File: src/rtl/olcd_defines.vh
// Constants for the OLED command decoder: offsets, opcodes, fields, reset values
// How it works
// - Remap byte bit 4 reverses common lines, bit 6 splits odd/even; 3,5,7 zero
// - A1h with 7-bit parameter sets first displayed RAM row, reset zero
// - A2h with 7-bit parameter sets vertical common offset, reset zero
// - A4h normal, A5h all level 15, A6h all level 0, A7h inverted
// - A8h sets multiplex ratio N+1, reset 127; values 0 to 14 refused
// - ABh bit 0 selects internal regulator (reset) or external logic supply
// - AEh display off and sleep (reset), AFh display on
// - B1h low nibble phase 1, high nibble phase 2; zero length refused
// - B2h and BBh are no-operation commands
// - B3h low nibble clock divide, high nibble oscillator setting, reset zero
// - B5h two-bit pin mode: off, input, drive low (reset), drive high
// - B6h second pre-charge length, reset 4, effective only when enabled
// - B8h takes 15 bytes of 6-bit widths for levels 1 to 15
// - B9h restores linear table: levels 0,1 width 0, then steps of 2
// - BCh four-bit pre-charge code, reset 5; top bit selects common-high level
// - D5h bit 1 enables second pre-charge, bit 0 external segment-low level
// - FDh bit 2 locks; while locked only FDh is obeyed
// - 26h/27h right/left scroll setup with seven parameter bytes
// - Scroll interval code maps to 6,32,64,256,3,4,5,2 frames
// - Select bit low marks command bytes, high marks display data
// - 2Eh stops scrolling; RAM contents must then be rewritten
// - 2Fh starts scrolling only directly after 26h or 27h
`ifndef OLCD_DEFINES_VH
`define OLCD_DEFINES_VH

`define OLCD_ADDR_BYTE    12'h000
`define OLCD_ADDR_STATUS  12'h004
`define OLCD_ADDR_CFG0    12'h008
`define OLCD_ADDR_CFG1    12'h00c
`define OLCD_ADDR_SCRL0   12'h010
`define OLCD_ADDR_SCRL1   12'h014
`define OLCD_ADDR_GSIDX   12'h018
`define OLCD_ADDR_GSVAL   12'h01c

`define OLCD_RESP_OKAY    2'b00
`define OLCD_RESP_SLVERR  2'b10
`define OLCD_DC_BIT       8

`define OLCD_OP_COLADR    8'h15
`define OLCD_OP_ROWADR    8'h75
`define OLCD_OP_CONTRAST  8'h81
`define OLCD_OP_REMAP     8'ha0
`define OLCD_OP_START     8'ha1
`define OLCD_OP_OFFSET    8'ha2
`define OLCD_OP_MODE_HI   6'h29
`define OLCD_OP_MUX       8'ha8
`define OLCD_OP_FUNCA     8'hab
`define OLCD_OP_DISP_HI   7'h57
`define OLCD_OP_PHASE     8'hb1
`define OLCD_OP_NOP_A     8'hb2
`define OLCD_OP_CLKDIV    8'hb3
`define OLCD_OP_GPIO      8'hb5
`define OLCD_OP_PRE2      8'hb6
`define OLCD_OP_GSTAB     8'hb8
`define OLCD_OP_GSLIN     8'hb9
`define OLCD_OP_NOP_B     8'hbb
`define OLCD_OP_VPRE      8'hbc
`define OLCD_OP_COMMON_HIGH_VOLTAGE     8'hbe
`define OLCD_OP_FUNCB     8'hd5
`define OLCD_OP_LOCK      8'hfd
`define OLCD_OP_SCR_R     8'h26
`define OLCD_OP_SCR_L     8'h27
`define OLCD_OP_SCR_OFF   8'h2e
`define OLCD_OP_SCR_ON    8'h2f

`define OLCD_NPAR_ONE     4'd1
`define OLCD_NPAR_ADR     4'd2
`define OLCD_NPAR_GS      4'd15
`define OLCD_NPAR_SCR     4'd7

`define OLCD_REMAP_MASK   8'h57
`define OLCD_LOCK_BIT     2
`define OLCD_PRE2_EN_BIT  1
`define OLCD_MUX_MIN      7'd15
`define OLCD_LEVEL_MAX    4'hf
`define OLCD_LEVEL_MIN    4'h0

`define OLCD_RST_REMAP    8'h00
`define OLCD_RST_START    7'h00
`define OLCD_RST_OFFSET   7'h00
`define OLCD_RST_MUX      7'h7f
`define OLCD_RST_PH1      4'h4
`define OLCD_RST_PH2      4'h7
`define OLCD_RST_CLKDIV   8'h00
`define OLCD_RST_GPIO     2'b10
`define OLCD_RST_PRE2     4'h4
`define OLCD_RST_VPRE     4'h5
`define OLCD_RST_FUNCB    2'b00
`define OLCD_RST_ROW_END  7'h7f
`define OLCD_RST_COL_END  6'h3f

`define OLCD_FR_0         9'd6
`define OLCD_FR_1         9'd32
`define OLCD_FR_2         9'd64
`define OLCD_FR_3         9'd256
`define OLCD_FR_4         9'd3
`define OLCD_FR_5         9'd4
`define OLCD_FR_6         9'd5
`define OLCD_FR_7         9'd2

`endif

File: src/rtl/olcd_command_decoder.v
// OLED command decoder with an AXI4-Lite register front end
`timescale 1ns/10ps
`include "olcd_defines.vh"

module olcd_command_decoder #(
  parameter AW = 12                       // AXI address width
) (
  input  wire          ref_clk,           // 250 MHz clock
  input  wire          reset,             // Asynchronous reset, active high
  input  wire [AW-1:0] s_axi_awaddr,      // Write address
  input  wire          s_axi_awvalid,     // Write address valid
  output wire          s_axi_awready,     // Write address ready
  input  wire [31:0]   s_axi_wdata,       // Write data
  input  wire [3:0]    s_axi_wstrb,       // Write byte strobes
  input  wire          s_axi_wvalid,      // Write data valid
  output wire          s_axi_wready,      // Write data ready
  output wire [1:0]    s_axi_bresp,       // Write response
  output wire          s_axi_bvalid,      // Write response valid
  input  wire          s_axi_bready,      // Write response ready
  input  wire [AW-1:0] s_axi_araddr,      // Read address
  input  wire          s_axi_arvalid,     // Read address valid
  output wire          s_axi_arready,     // Read address ready
  output wire [31:0]   s_axi_rdata,       // Read data
  output wire [1:0]    s_axi_rresp,       // Read response
  output wire          s_axi_rvalid,      // Read data valid
  input  wire          s_axi_rready,      // Read data ready
  input  wire [3:0]    pixIn,             // Grey level from display RAM
  output wire [3:0]    pixOut,            // Grey level after display mode
  output wire          displayOn,         // Panel on, not sleeping
  output wire          scrollActive,      // Horizontal scroll running
  output wire [7:0]    memData,           // Display data byte
  output wire          memStb,            // Display data byte strobe
  input  wire          gpioIn,            // General-purpose pin level
  output wire          gpioOut,           // General-purpose pin drive value
  output wire          gpioOeN            // General-purpose pin enable, low drives
);

  // Bus slave state
  reg          awHeld_q;
  reg [AW-1:0] awAddr_q;
  reg          wHeld_q;
  reg [31:0]   wData_q;
  reg [3:0]    wStrb_q;
  reg          bValid_q;
  reg [1:0]    bResp_q;
  reg          rValid_q;
  reg [31:0]   rData_q;
  reg [1:0]    rResp_q;
  reg [3:0]    gsIdx_q;

  // Decoder state
  reg [7:0]    op_q;
  reg [3:0]    cnt_q;
  reg [3:0]    idx_q;
  reg          apply_q;
  reg [7:0]    pb_q [0:14];
  reg [5:0]    gs_q [1:15];
  reg          locked_q;
  reg          armed_q;
  reg          scrollOn_q;
  reg          ramStale_q;
  reg [7:0]    remap_q;
  reg [6:0]    start_q;
  reg [6:0]    offset_q;
  reg [6:0]    mux_q;
  reg [1:0]    mode_q;
  reg          regOn_q;
  reg          dispOn_q;
  reg [3:0]    ph1_q;
  reg [3:0]    ph2_q;
  reg [7:0]    clkDiv_q;
  reg [1:0]    gpio_q;
  reg [3:0]    pre2_q;
  reg [3:0]    vpre_q;
  reg [1:0]    funcB_q;
  reg          scrLeft_q;
  reg [6:0]    rowStart_q;
  reg [6:0]    rowEnd_q;
  reg [5:0]    colStart_q;
  reg [5:0]    colEnd_q;
  reg [2:0]    interval_q;
  reg [7:0]    memData_q;
  reg          memStb_q;
  reg [3:0]    pixOut_q;
  reg          gpioMeta_q;
  reg          gpioSync_q;

  wire         doWrite;
  wire         byteStb;
  wire [7:0]   byteVal;
  wire         byteDc;
  wire         gpioRead;
  wire [3:0]   pre2Eff;
  reg  [31:0]  rdMux;
  reg  [1:0]   rdResp;
  integer      i;

  // Parameter bytes that follow an opcode
  function [3:0] paramCount;
    input [7:0] op;
    begin
      if (op == `OLCD_OP_GSTAB)
        paramCount = `OLCD_NPAR_GS;
      else if (op == `OLCD_OP_SCR_R || op == `OLCD_OP_SCR_L)
        paramCount = `OLCD_NPAR_SCR;
      else if (op == `OLCD_OP_COLADR || op == `OLCD_OP_ROWADR)
        paramCount = `OLCD_NPAR_ADR;
      else if (op == `OLCD_OP_REMAP || op == `OLCD_OP_START || op == `OLCD_OP_OFFSET ||
               op == `OLCD_OP_MUX || op == `OLCD_OP_FUNCA || op == `OLCD_OP_PHASE ||
               op == `OLCD_OP_CLKDIV || op == `OLCD_OP_GPIO || op == `OLCD_OP_PRE2 ||
               op == `OLCD_OP_VPRE || op == `OLCD_OP_FUNCB || op == `OLCD_OP_LOCK ||
               op == `OLCD_OP_CONTRAST || op == `OLCD_OP_COMMON_HIGH_VOLTAGE)
        paramCount = `OLCD_NPAR_ONE;
      else
        paramCount = 4'd0;
    end
  endfunction

  // Linear grey table width of a level
  function [5:0] linearWidth;
    input [3:0] lvl;
    begin
      linearWidth = (lvl == 4'h0) ? 6'h00 : {1'b0, lvl - 4'h1, 1'b0};
    end
  endfunction
  // Frames between scroll steps
  function [8:0] frames;
    input [2:0] code;
    begin
      case (code)
        3'h0: frames = `OLCD_FR_0;
        3'h1: frames = `OLCD_FR_1;
        3'h2: frames = `OLCD_FR_2;
        3'h3: frames = `OLCD_FR_3;
        3'h4: frames = `OLCD_FR_4;
        3'h5: frames = `OLCD_FR_5;
        3'h6: frames = `OLCD_FR_6;
        default: frames = `OLCD_FR_7;
      endcase
    end
  endfunction

  assign s_axi_awready = ~awHeld_q;
  assign s_axi_wready  = ~wHeld_q;
  assign s_axi_bvalid  = bValid_q;
  assign s_axi_bresp   = bResp_q;
  assign s_axi_arready = ~rValid_q;
  assign s_axi_rvalid  = rValid_q;
  assign s_axi_rdata   = rData_q;
  assign s_axi_rresp   = rResp_q;

  // A write is performed once address and data are both held, no response is pending and no parameter apply is under way
  assign doWrite = awHeld_q & wHeld_q & ~bValid_q & ~apply_q;
  assign byteStb = doWrite & (awAddr_q[AW-1:2] == `OLCD_ADDR_BYTE >> 2) & wStrb_q[0];
  assign byteVal = wData_q[7:0];
  assign byteDc  = wStrb_q[1] & wData_q[`OLCD_DC_BIT];

  always @(posedge ref_clk or posedge reset) begin
    if (reset) begin
      awHeld_q <= 1'b0;
      awAddr_q <= {AW{1'b0}};
      wHeld_q  <= 1'b0;
      wData_q  <= 32'h00000000;
      wStrb_q  <= 4'h0;
      bValid_q <= 1'b0;
      bResp_q  <= `OLCD_RESP_OKAY;
      rValid_q <= 1'b0;
      rData_q  <= 32'h00000000;
      rResp_q  <= `OLCD_RESP_OKAY;
      gsIdx_q  <= 4'h0;
    end else begin
      if (s_axi_awvalid && !awHeld_q) begin
        awHeld_q <= 1'b1;
        awAddr_q <= s_axi_awaddr;
      end
      if (s_axi_wvalid && !wHeld_q) begin
        wHeld_q <= 1'b1;
        wData_q <= s_axi_wdata;
        wStrb_q <= s_axi_wstrb;
      end
      if (doWrite) begin
        awHeld_q <= 1'b0;
        wHeld_q  <= 1'b0;
        bValid_q <= 1'b1;
        bResp_q  <= `OLCD_RESP_OKAY;
        if (awAddr_q[AW-1:2] == `OLCD_ADDR_GSIDX >> 2 && wStrb_q[0]) begin
          gsIdx_q <= wData_q[3:0];
        end else if (awAddr_q[AW-1:2] > `OLCD_ADDR_GSVAL >> 2) begin
          bResp_q <= `OLCD_RESP_SLVERR;
        end
      end else if (bValid_q && s_axi_bready) begin
        bValid_q <= 1'b0;
      end
      if (s_axi_arvalid && !rValid_q) begin
        rValid_q <= 1'b1;
        rData_q  <= rdMux;
        rResp_q  <= rdResp;
      end else if (rValid_q && s_axi_rready) begin
        rValid_q <= 1'b0;
      end
    end
  end

  assign pre2Eff  = funcB_q[`OLCD_PRE2_EN_BIT] ? pre2_q : 4'h0;
  assign gpioRead = (gpio_q == 2'b01) ? gpioSync_q : 1'b0;
  always @* begin
    rdMux  = 32'h00000000;
    rdResp = `OLCD_RESP_OKAY;
    if (s_axi_araddr[AW-1:2] == `OLCD_ADDR_BYTE >> 2) begin
      rdMux = {24'h000000, memData_q};
    end else if (s_axi_araddr[AW-1:2] == `OLCD_ADDR_STATUS >> 2) begin
      rdMux = {24'h000000, gpioRead, ramStale_q, armed_q, scrollOn_q, dispOn_q, locked_q,
               1'b0, cnt_q != 4'd0};
    end else if (s_axi_araddr[AW-1:2] == `OLCD_ADDR_CFG0 >> 2) begin
      rdMux = {remap_q, 1'b0, mux_q, 1'b0, offset_q, 1'b0, start_q};
    end else if (s_axi_araddr[AW-1:2] == `OLCD_ADDR_CFG1 >> 2) begin
      rdMux = {mode_q, vpre_q[3], regOn_q, funcB_q, gpio_q, vpre_q, pre2_q, clkDiv_q,
               ph2_q, ph1_q};
    end else if (s_axi_araddr[AW-1:2] == `OLCD_ADDR_SCRL0 >> 2) begin
      rdMux = {2'b00, colEnd_q, 2'b00, colStart_q, 1'b0, rowEnd_q, 1'b0, rowStart_q};
    end else if (s_axi_araddr[AW-1:2] == `OLCD_ADDR_SCRL1 >> 2) begin
      rdMux = {7'h00, frames(interval_q), 4'h0, pre2Eff, 3'h0, scrLeft_q, 1'b0, interval_q};
    end else if (s_axi_araddr[AW-1:2] == `OLCD_ADDR_GSIDX >> 2) begin
      rdMux = {28'h0000000, gsIdx_q};
    end else if (s_axi_araddr[AW-1:2] == `OLCD_ADDR_GSVAL >> 2) begin
      rdMux = {26'h0, (gsIdx_q == 4'h0) ? 6'h00 : gs_q[gsIdx_q]};
    end else begin
      rdResp = `OLCD_RESP_SLVERR;
    end
  end

  always @(posedge ref_clk or posedge reset) begin
    if (reset) begin
      op_q       <= 8'h00;
      cnt_q      <= 4'd0;
      idx_q      <= 4'd0;
      apply_q    <= 1'b0;
      locked_q   <= 1'b0;
      armed_q    <= 1'b0;
      scrollOn_q <= 1'b0;
      ramStale_q <= 1'b0;
      remap_q    <= `OLCD_RST_REMAP;
      start_q    <= `OLCD_RST_START;
      offset_q   <= `OLCD_RST_OFFSET;
      mux_q      <= `OLCD_RST_MUX;
      mode_q     <= 2'b00;
      regOn_q    <= 1'b1;
      dispOn_q   <= 1'b0;
      ph1_q      <= `OLCD_RST_PH1;
      ph2_q      <= `OLCD_RST_PH2;
      clkDiv_q   <= `OLCD_RST_CLKDIV;
      gpio_q     <= `OLCD_RST_GPIO;
      pre2_q     <= `OLCD_RST_PRE2;
      vpre_q     <= `OLCD_RST_VPRE;
      funcB_q    <= `OLCD_RST_FUNCB;
      scrLeft_q  <= 1'b0;
      rowStart_q <= 7'h00;
      rowEnd_q   <= `OLCD_RST_ROW_END;
      colStart_q <= 6'h00;
      colEnd_q   <= `OLCD_RST_COL_END;
      interval_q <= 3'h0;
      memData_q  <= 8'h00;
      memStb_q   <= 1'b0;
      for (i = 0; i < 15; i = i + 1) begin
        pb_q[i]     <= 8'h00;
        gs_q[i + 1] <= linearWidth(i[3:0] + 4'h1);
      end
    end else begin
      memStb_q <= 1'b0;
      apply_q  <= 1'b0;
      if (byteStb && byteDc) begin
        if (!locked_q) begin
          memData_q  <= byteVal;
          memStb_q   <= 1'b1;
          ramStale_q <= 1'b0;
        end
        cnt_q <= 4'd0;
      end else if (byteStb && cnt_q != 4'd0) begin
        pb_q[idx_q] <= byteVal;
        idx_q       <= idx_q + 4'd1;
        cnt_q       <= cnt_q - 4'd1;
        apply_q     <= (cnt_q == 4'd1);
      end else if (byteStb && (!locked_q || byteVal == `OLCD_OP_LOCK)) begin
        // any other command breaks the setup sequence
        armed_q <= 1'b0;
        if (paramCount(byteVal) != 4'd0) begin
          op_q  <= byteVal;
          cnt_q <= paramCount(byteVal);
          idx_q <= 4'd0;
        end else if (byteVal[7:2] == `OLCD_OP_MODE_HI) begin
          mode_q <= byteVal[1:0];
        end else if (byteVal[7:1] == `OLCD_OP_DISP_HI) begin
          dispOn_q <= byteVal[0];
        end else if (byteVal == `OLCD_OP_GSLIN) begin
          for (i = 1; i < 16; i = i + 1) begin
            gs_q[i] <= linearWidth(i[3:0]);
          end
        end else if (byteVal == `OLCD_OP_SCR_OFF) begin
          scrollOn_q <= 1'b0;
          ramStale_q <= 1'b1;
        end else if (byteVal == `OLCD_OP_SCR_ON) begin
          scrollOn_q <= armed_q;
        end
      end
      if (apply_q) begin
        case (op_q)
          `OLCD_OP_REMAP:  remap_q <= pb_q[0] & `OLCD_REMAP_MASK;
          `OLCD_OP_START:  start_q <= pb_q[0][6:0];
          `OLCD_OP_OFFSET: offset_q <= pb_q[0][6:0];
          `OLCD_OP_MUX:    mux_q <= (pb_q[0][6:0] >= `OLCD_MUX_MIN) ? pb_q[0][6:0] : mux_q;
          `OLCD_OP_FUNCA:  regOn_q <= pb_q[0][0];
          `OLCD_OP_PHASE: begin
            ph1_q <= (pb_q[0][3:0] != 4'h0) ? pb_q[0][3:0] : ph1_q;
            ph2_q <= (pb_q[0][7:4] != 4'h0) ? pb_q[0][7:4] : ph2_q;
          end
          `OLCD_OP_CLKDIV: clkDiv_q <= pb_q[0];
          `OLCD_OP_GPIO:   gpio_q <= pb_q[0][1:0];
          `OLCD_OP_PRE2:   pre2_q <= (pb_q[0][3:0] != 4'h0) ? pb_q[0][3:0] : pre2_q;
          `OLCD_OP_GSTAB: begin
            for (i = 0; i < 15; i = i + 1) begin
              gs_q[i + 1] <= pb_q[i][5:0];
            end
          end
          `OLCD_OP_VPRE:   vpre_q <= pb_q[0][3:0];
          `OLCD_OP_FUNCB:  funcB_q <= pb_q[0][1:0];
          `OLCD_OP_LOCK:   locked_q <= pb_q[0][`OLCD_LOCK_BIT];
          `OLCD_OP_SCR_R, `OLCD_OP_SCR_L: begin
            scrLeft_q  <= op_q[0];
            rowStart_q <= pb_q[1][6:0];
            interval_q <= pb_q[2][2:0];
            rowEnd_q   <= pb_q[3][6:0];
            colStart_q <= pb_q[4][5:0];
            colEnd_q   <= pb_q[5][5:0];
            armed_q    <= 1'b1;
          end
          default: op_q <= op_q;
        endcase
      end
    end
  end

  // Display mode and pin synchroniser
  always @(posedge ref_clk or posedge reset) begin
    if (reset) begin
      pixOut_q   <= 4'h0;
      gpioMeta_q <= 1'b0;
      gpioSync_q <= 1'b0;
    end else begin
      gpioMeta_q <= gpioIn;
      gpioSync_q <= gpioMeta_q;
      case (mode_q)
        2'b00:   pixOut_q <= pixIn;
        2'b01:   pixOut_q <= `OLCD_LEVEL_MAX;
        2'b10:   pixOut_q <= `OLCD_LEVEL_MIN;
        default: pixOut_q <= `OLCD_LEVEL_MAX - pixIn;
      endcase
    end
  end

  assign pixOut       = pixOut_q;
  assign displayOn    = dispOn_q;
  assign scrollActive = scrollOn_q;
  assign memData      = memData_q;
  assign memStb       = memStb_q;
  // drive only in modes 10 and 11
  assign gpioOeN      = ~gpio_q[1];
  assign gpioOut      = gpio_q[0];

endmodule // olcd_command_decoder

File: config.mk
export PLATFORM = sky130hd
export DESIGN_NAME = olcd_command_decoder
export DESIGN_NICKNAME = d
export VERILOG_FILES = /design/src/rtl/olcd_command_decoder.v
export VERILOG_INCLUDE_DIRS = /design/src /design/src/rtl
export SDC_FILE = /design/constraint.sdc
export NUM_CORES = 1
export LEC_CHECK = 0
export ABC_AREA = 0
export BUFFER_PORTS_ARGS = -buffer_cell sky130_fd_sc_hd__buf_2
export CAP_MARGIN = 10
export CELL_PAD_IN_SITES_DETAIL_PLACEMENT = 1
export CELL_PAD_IN_SITES_GLOBAL_PLACEMENT = 1
export CORE_ASPECT_RATIO = 0.5
export CORE_MARGIN = 1.5
export CORE_UTILIZATION = 29
export DETAILED_ROUTE_END_ITERATION = 8
export PLACE_DENSITY_LB_ADDON = 0.2
export SLEW_MARGIN = 10
export SYNTH_ARGS = -nofsm -noshare
export SYNTH_HDL_FRONTEND = slang
export SYNTH_SLANG_ARGS = --single-unit
File: constraint.sdc
create_clock -name ref_clk -period 18.2 [get_ports ref_clk]
set_input_delay 3.64 -clock ref_clk [delete_from_list [all_inputs] [get_ports ref_clk]]
set_output_delay 3.64 -clock ref_clk [all_outputs]
set_load 0.03 [all_outputs]
==> impl_metrics.ini, run 1 <==
[outcome]
outcome = finished clean

[sta]
relSlewSlack_pct = 21.16
tns_ps = 0
hold_violations = 0
rsz0062_at_grt = false
finalCritPeriodShare_pct = 33.62
fin_crit_ps = 6119
finalClockSkew_ps = 12.78
max_freq_mhz = 163.4
fin_ws_ps = 12080
slew_viol_final = 0
setup_violations = 0
worst_pin_slew_ps = 1173

[final_layout]
syn_to_final_growth_pct = 15.93
fin_util_pct = 34.22
antenna_cells = 0
final_nets = 1456
drive_above_1_share_pct = 34.87
most-common-layout-cells = dfrtp_1 (314), mux2_2 (188), buf_2 (98), nand2_1 (94), a22o_1 (70)
final_common_cell = dfrtp_1

[global_route]
top_usage_layer = met2
grt_pass1_wl_um = 77370
use_met1_pct = 24.36
grt_overflow = 0
grt_use_total_pct = 17.39
grt_start_max_net_pins = 179
grt_use_met2_pct = 28.41
antenna_found_initial = 1
grt_pass1_vias = 12130
met3_usage_pct = 2.332

[critical_path]
crit_path_end_kind = flip-flop
path_class = primary input to flip-flop
worst-path-max-fanout = 59
cp-start-kind = primary input
startpoint = s_axi_araddr[2]
worst-r2r-cell-count = 6
cp.arrival_ps = 6600
timing.rr.start = wData_q[1]
required_ps = 18680

[logic_synthesis]
synth_seq_area_share_pct = 56.81
syn_area_per_cell_um2 = 12.66
synth_top_area_cell = dfrtp_1
yosys_warnings = 0
synthTopCellsByArea = dfrtp_1 (48%), mux2_2 (13%), dfstp_2 (9.1%)
yosys_most_used_dff = dfrtp_1
synthDistinctLibCells = 72
netlist_instances = 1301
synth_top_area_share_pct = 47.71
ys_ff_latch = 371
synth_edf_count = 0
syn_area_mm2 = 0.01647
async_reset_ff_share_pct = 100.0

[power]
power.leakage_nw = 8.770
peakVddDrop_mv = 0.05595
cellPowerDensity_mw_per_mm2 = 103.0

[die]
rows = 61
num_io_pins = 130
die_area_mm2 = 0.05831
die_w_um = 340.0
core_mm2 = 0.05579
initial_core_util_pct = 29.52
die_height_um = 171.5

[drt]
wl_per_cell_um = 23.26
viasPerCell = 5.199
drt_pass1_iterations = 4
via_count = 11250
ant_nets = 0
drtIter0Drc = 576
totalWireLength_um = 50330
route.detailed.drc = 0

[cts]
cts.path.max_buffers = 3
cts_buffers = 39
cts_resized = 0
insertion_delay_ps = 540
hold_buffers = 0
cts_num_sinks = 371
cts_tree = done
post_cts_buffers = 0
cts_max_level = 2
root_buffer = clkbuf_16
path_clk_slew_ps = 60

[placement]
pre_cts_ws_ps = 11540
hpwlAfterDp_um = 32970
port_buffers = 98
gp_congestion = 0.7888

[min_path]
min_path_cells = 0
hp-start = gpioMeta_q
hp-class = flip-flop to flip-flop

[job]
maxCapViolations = 0
-- state kept, by name, indices dropped and copies added, names as in the netlist, 5 cells and up --
| register | flops |
|---|---|
| awAddr_q | 10 |
| clkDiv_q | 8 |
| colEnd_q | 6 |
| colStart_q | 6 |
| gs_q | 90 |
| memData | 8 |
| mux_q | 7 |
| offset_q | 7 |
| op_q | 8 |
| pb_q | 94 |
| remap_q | 5 |
| rowEnd_q | 7 |
| rowStart_q | 7 |
| s_axi_rdata | 32 |
| start_q | 7 |
| wData_q | 9 |
-- synth_stat cells, types with 7 or more instances --
cell and n:
clkbuf_1 69, or4_1 8, mux2_2 188, o22ai_1 9
mux2_4 20, nor4_1 8, mux4_2 23, nand2b_1 13
ha_1 7, dfrtp_1 314, nor3_1 15, o22a_1 29
nand3_1 18, a21oi_1 51, a22o_1 70, nand2_1 94
o21ai_0 60, inv_1 26, nor2_1 52, mux2i_1 28
o31ai_1 10, nand4_1 10, nor2b_1 9, and3_1 8
buf_1 8, dfstp_2 57
-- report_power, final --
group / total (W) / switching, W / internal, W
logic: 0.000235 / 0.000162 / 0.0000729
registers: 0.000911 / 0.0000554 / 0.000856
clock network: 0.000820 / 0.000339 / 0.000481
-- routing by layer --
layer | part of all wire [%] | up-vias
met5 | 0 | -
met4 | 2.2 | 0
met3 | 3.3 | 70
met2 | 47 | 184
met1 | 48 | 6060
li1 | - | 4937
-- final cells by class --
type                       count  area [um^2]
inverter                      26        105.1
clock buffer                  61         1190
clock inverter                11        126.4
multi-input combinational    818         6694
tap                          756        945.9
sequential                   371         9355
timing repair buffer         121        675.6
fill                        5917        36700
-- cells by family (layout without fill, tap and decap cells) --
group	count (synthesis)	count (layout)	synth area share, %
AOI/OAI and AO/OA	275	275	11.64
xor gates and xnor gates	2	2	0.1064
adders and majority gates	7	7	0.5318
buffers and inverters	113	219	2.697
DFF	371	371	56.81
muxes	259	259	19.53
other	1	2	0.02277
and+or+nand+nor	273	273	8.669
-- stage by stage --
stage               total power [W]  hold slack (ps)  std cells  area [um^2]
finish                     0.001966            356.6       2164        19090
global placement           0.001157            337.7       2092        17780
detailed placement         0.001166            346.9       2092        17780
global route               0.002050            378.7       2164        19090
CTS                        0.001998            361.5       2164        19090
floorplan                  0.001054            331.2       1302        16470
-- final timing paths --
path,slack [ps],end
setup / recovery,12080,s_axi_rdata[0]
hold reg to reg,360,gpioSync_q
max in group asynchronous,13310,wData_q[7]
min in group asynchronous,3260,s_axi_rdata[13]
hold / removal,360,gpioSync_q
setup reg to reg,15070,op_q[3]
-- worst max-delay path, cell delays in order --
cell	delay [ps]
buf_2	80
buf_4	610
inv_1	550
a2111oi_1	830
buf_4	260
a21oi_1	60
o21ai_0	310
o21a_1	180
(Power assumes the default switching activity.)
==> inputs of run 2 (changes only) <==
==> constraint.sdc (replaced) <==
create_clock -name ref_clk -period 4.9 [get_ports ref_clk]
set_input_delay 0.98 -clock ref_clk [delete_from_list [all_inputs] [get_ports ref_clk]]
set_output_delay 0.98 -clock ref_clk [all_outputs]
set_load 0.03 [all_outputs]
==> impl_metrics.ini, run 2 (synthesized netlist as in run 1, its figures left out) <==
[cts]
root_buffer = clkbuf_16
cts_resized = 0
post_cts_buffers = 0
insertion_delay_ps = 550
hold_buffers = 0
cts_buffers = 39
cts_tree = done
cts.path.max_buffers = 3
path_clk_slew_ps = 60
cts_num_sinks = 371
cts_max_level = 2

[die]
die_w_um = 340.0
num_io_pins = 130
die_area_mm2 = 0.05831
die_height_um = 171.5
rows = 61
core_mm2 = 0.05579
initial_core_util_pct = 29.52

[final_layout]
most-common-layout-cells = dfrtp_1 (314), mux2_2 (188), buf_2 (98), nand2_1 (94), a22o_1 (70)
final_common_cell = dfrtp_1
post-route-cell-area_mm2 = 0.01919
syn_to_final_growth_pct = 16.53
final_nets = 1465
largest_reg_flops = 94
fin_util_pct = 34.40
regMostFlops = pb_q
drive_above_1_share_pct = 35.29

[global_route]
grt_pass1_wl_um = 78140
grt_overflow = 0
grt_start_max_net_pins = 106
grt_pass1_vias = 12040
grt_use_total_pct = 17.67
antenna_found_initial = 0

[drt]
route.detailed.drc = 0
via_count = 11300
totalWireLength_um = 51530
drtIter0Drc = 595
wl_per_cell_um = 23.74
drt_pass1_iterations = 5
viasPerCell = 5.207
ant_nets = 0

[power]
cellPowerDensity_mw_per_mm2 = 383.7
power.leakage_nw = 8.814
peakVddDrop_mv = 0.2120

[sta]
rsz0062_at_grt = false
tns_ps = 0
finalClockSkew_ps = 23.29
hold_violations = 0
worst_pin_slew_ps = 1188
finalCritPeriodShare_pct = 64.86
relSlewSlack_pct = 20.12
max_freq_mhz = 314.6
whs_ps = 353.3
setup_violations = 0
fin_crit_ps = 3178
slew_viol_final = 0

[job]
maxCapViolations = 0

[outcome]
outcome = finished clean

[placement]
place_area_mm2 = 0.01786
port_buffers = 98
gp_congestion = 0.8128
hpwlAfterDp_um = 34120

[critical_path]
path_class = flip-flop to flip-flop
required_ps = 5320
cp-start-kind = flip-flop
worst-path-max-fanout = 7
cp.arrival_ps = 3600
crit_path_end_kind = flip-flop

[min_path]
hp-class = flip-flop to flip-flop
==> run 2: cell types whose count changed in the layout (fill, tap and decap cells not counted), sizes merged <==
cell      before  now
diode          0    1
bufinv         2    4
clkbuf        61   54
buf          121  130
clkinv         7    9
clkinvlp       0    2
inv           28   26
==> run 2: path summary, 6_finish.rpt <==
kind	slack, ps	from	to	cells past startpoint
max reg2reg	1720	apply_q	ph2_q[3]	6
min	350	gpioMeta_q	gpioSync_q	0
max	1720	apply_q	ph2_q[3]	6
max in group asynchronous	3210	reset	gs_q[7]	3
min reg2reg	350	gpioMeta_q	gpioSync_q	0
min in group asynchronous	620	reset	s_axi_rdata[19]	2
==> run 2: cell type report <==
class,instances,area (um^2)
Clock inverter,15,192.7
Sequential cell,371,9355
Antenna cell,1,2.502
Tap cell,756,945.9
Clock buffer,54,1124
Inverter,26,101.3
Fill cell,5894,36600
Multi-Input combinational cell,818,6701
Timing Repair Buffer,130,768.2
==> run 2: power breakdown <==
part	total [W]	internal [W]	switching, W
clock	0.00309	0.00182	0.00127
sequential	0.00343	0.00318	0.000251
combinational	0.000843	0.000277	0.000566
==> run 2: layer usage <==
metal  vias up  global-route usage [%]  wire length (um)
li1       4952                       -                 -
met1      6102                   25.17             25030
met3        68                   2.365              1491
met4         0                   4.600              1118
met5         -                       0                 0
met2       182                   28.35             23890
==> run 2: critical path: stages (launching register included) <==
cell and delay (ps):
dfrtp_1 570, and3b_1 250, nand3_1 310, nor4_1 350, buf_4 210, a21boi_0 940, mux2_2 420
==> run 2: through the flow <==
step | setup WS (ps) | power [W] | std cells
after CTS | 1773 | 0.007480 | 2170
after floorplan | -1014 | 0.003915 | 1302
after detailed placement | 1236 | 0.004344 | 2101
after global routing | 1602 | 0.007674 | 2170
after global placement | 1256 | 0.004306 | 2101
final | 1722 | 0.007364 | 2171
==> inputs of run 3 (changes only) <==
==> constraint.sdc (replaced) <==
create_clock -name ref_clk -period 2.6 [get_ports ref_clk]
set_input_delay 0.52 -clock ref_clk [delete_from_list [all_inputs] [get_ports ref_clk]]
set_output_delay 0.52 -clock ref_clk [all_outputs]
set_load 0.03 [all_outputs]
==> impl_metrics.ini, run 3 (synthesized netlist as in run 1, its figures left out) <==
[global_route]
grt_pass1_wl_um = 80520
grt_pass1_vias = 12580
grt_overflow = 0
antenna_found_initial = 0
grt_start_max_net_pins = 74
grt_use_total_pct = 18.07

[cts]
cts_buffers = 38
insertion_delay_ps = 560
root_buffer = clkbuf_16
path_clk_slew_ps = 70
cts_max_level = 2
cts.path.max_buffers = 3
cts_num_sinks = 371
cts_tree = done

[placement]
gp_congestion = 0.8594
hpwlAfterDp_um = 36250
place_area_mm2 = 0.01877
port_buffers = 98

[sta]
setup_violations = 0
slew_viol_final = 0
rsz0062_at_grt = true
worst_pin_slew_ps = 853.4
relSlewSlack_pct = 42.99
finalCritPeriodShare_pct = 96.13
fin_crit_ps = 2499
max_freq_mhz = 400.1
finalClockSkew_ps = 29.14
hold_violations = 0

[power]
power_w = 0.01382
cellPowerDensity_mw_per_mm2 = 689.0
power.leakage_nw = 9.314
peakVddDrop_mv = 0.3421

[final_layout]
largest_reg_flops = 94
fin_util_pct = 35.96
final_nets = 1560
post-route-cell-area_mm2 = 0.02006
n_fill_cell = 5918
final_common_cell = dfrtp_1
drive_above_1_share_pct = 39.70
most-common-layout-cells = dfrtp_1 (312), mux2_2 (188), buf_4 (106), buf_2 (98), nand2_1 (94)
regMostFlops = pb_q
syn_to_final_growth_pct = 21.82

[drt]
via_count = 11580
drt_pass1_iterations = 5
viasPerCell = 5.109
route.detailed.drc = 0
drtIter0Drc = 627
wl_per_cell_um = 23.06
ant_nets = 0
totalWireLength_um = 52250

[critical_path]
crit_end = op_q[5]
worst-r2r-cell-count = 8
required_ps = 3020
path_class = flip-flop to flip-flop
r2r_end = op_q[5]
crit_buf_inv = 2
crit_cells = 8
path_delay_family = simple AND/OR/NAND/NOR gates
cp.arrival_ps = 2910
worst-path-max-fanout = 8
cp_slowest_cell = or3b_2
reg2reg_slack_ps = 100
critical-path-max-stage-delay_ps = 490
crit_path_end_kind = flip-flop
timing.rr.start = wData_q[6]
startpoint = wData_q[6]
cp-start-kind = flip-flop
cp_cell_sequence = or3b_2 -> nor4_1 -> a211oi_2 -> nand4_1 -> buf_4 -> and4_1 -> buf_12 -> mux2_2

[min_path]
min_path_cells = 1
hp-class = primary input to flip-flop

[die]
rows = 61
initial_core_util_pct = 29.52
core_mm2 = 0.05579
die_w_um = 340.0
die_height_um = 171.5
num_io_pins = 130
die_area_mm2 = 0.05831

[outcome]
outcome = finished clean

[job]
maxCapViolations = 0
run 3: cell count changes in the layout (fill, tap and decap cells not counted), moves of 2 or more:
cell       before  now
buf_12          3   20
nor4_1          8    6
dfrtp_2         0    2
buf_4          29  106
clkbuf_16      40   38
nor2_2          1    3
bufinv_16       4    2
nor2_1         52   50
dfrtp_1       314  312
clkbuf_1        7   10
nor4_2          0    3
run 3: how the worst min path moves through the flow:
stage | start | to | slack, ps
after floorplan | gpioMeta_q | gpioSync_q | 330
after global placement | gpioMeta_q | gpioSync_q | 340
after detailed placement | gpioMeta_q | gpioSync_q | 340
after CTS | gpioIn | gpioMeta_q | 70
after global routing | gpioIn | gpioMeta_q | 80
final | gpioIn | gpioMeta_q | 90
run 3: layer usage:
| layer | vias up | global-route usage (%) | share of wire, % |
|---|---|---|---|
| li1 | 5134 | - | - |
| met1 | 6224 | 26.26 | 49 |
| met2 | 164 | 28.81 | 46 |
| met3 | 54 | 2.608 | 3.3 |
| met4 | 0 | 3.397 | 1.4 |
| met5 | - | 0 | 0 |
run 3: through the flow:
| stage | setup slack (ps) | hold WS, ps | cells | setup TNS [ps] |
|---|---|---|---|---|
| floorplan | -2854 | 331.2 | 1302 | -981810 |
| global placement | -48.38 | 339.3 | 2194 | -48.38 |
| detailed placement | -20.84 | 339.3 | 2194 | -20.84 |
| CTS | 42.01 | 67.66 | 2263 | 0 |
| global route | -27.86 | 77.83 | 2265 | -57.59 |
| finish | 100.7 | 88.63 | 2266 | 0 |
run 3: area by class of cell:
type	instances	area, um^2	area share, %
Clock buffer	54	1071	5.339
Inverter	26	101.3	0.5052
Clock inverter	14	141.4	0.7048
Antenna cell	1	2.502	0.01247
Timing Repair Buffer	226	1708	8.513
Sequential cell	371	9358	46.64
Tap cell	756	945.9	4.715
Multi-Input combinational cell	818	6734	33.57
run 3: timing repair:
action	4_1_cts	5_1_grt
endpoints found under the setup margin	0	48
hold endpoints to repair	3	0
hold buffers	1	0
setup buffers	0	2
gates resized for setup	0	11
run 3: worst reg2reg max path, delay by kind of cell (launching register included):
family	cells	cell delay, ps
compound gates	1	90
buf+inv	2	290
flops	1	460
mux	1	360
simple gates	4	1160
run 3: power breakdown:
part / internal, W / total, W / switching (W) / leakage [nW]
clock network: 0.00309 / 0.00549 / 0.00240 / 0.599
registers: 0.00600 / 0.00627 / 0.000271 / 4.89
logic: 0.000740 / 0.00206 / 0.00132 / 3.83
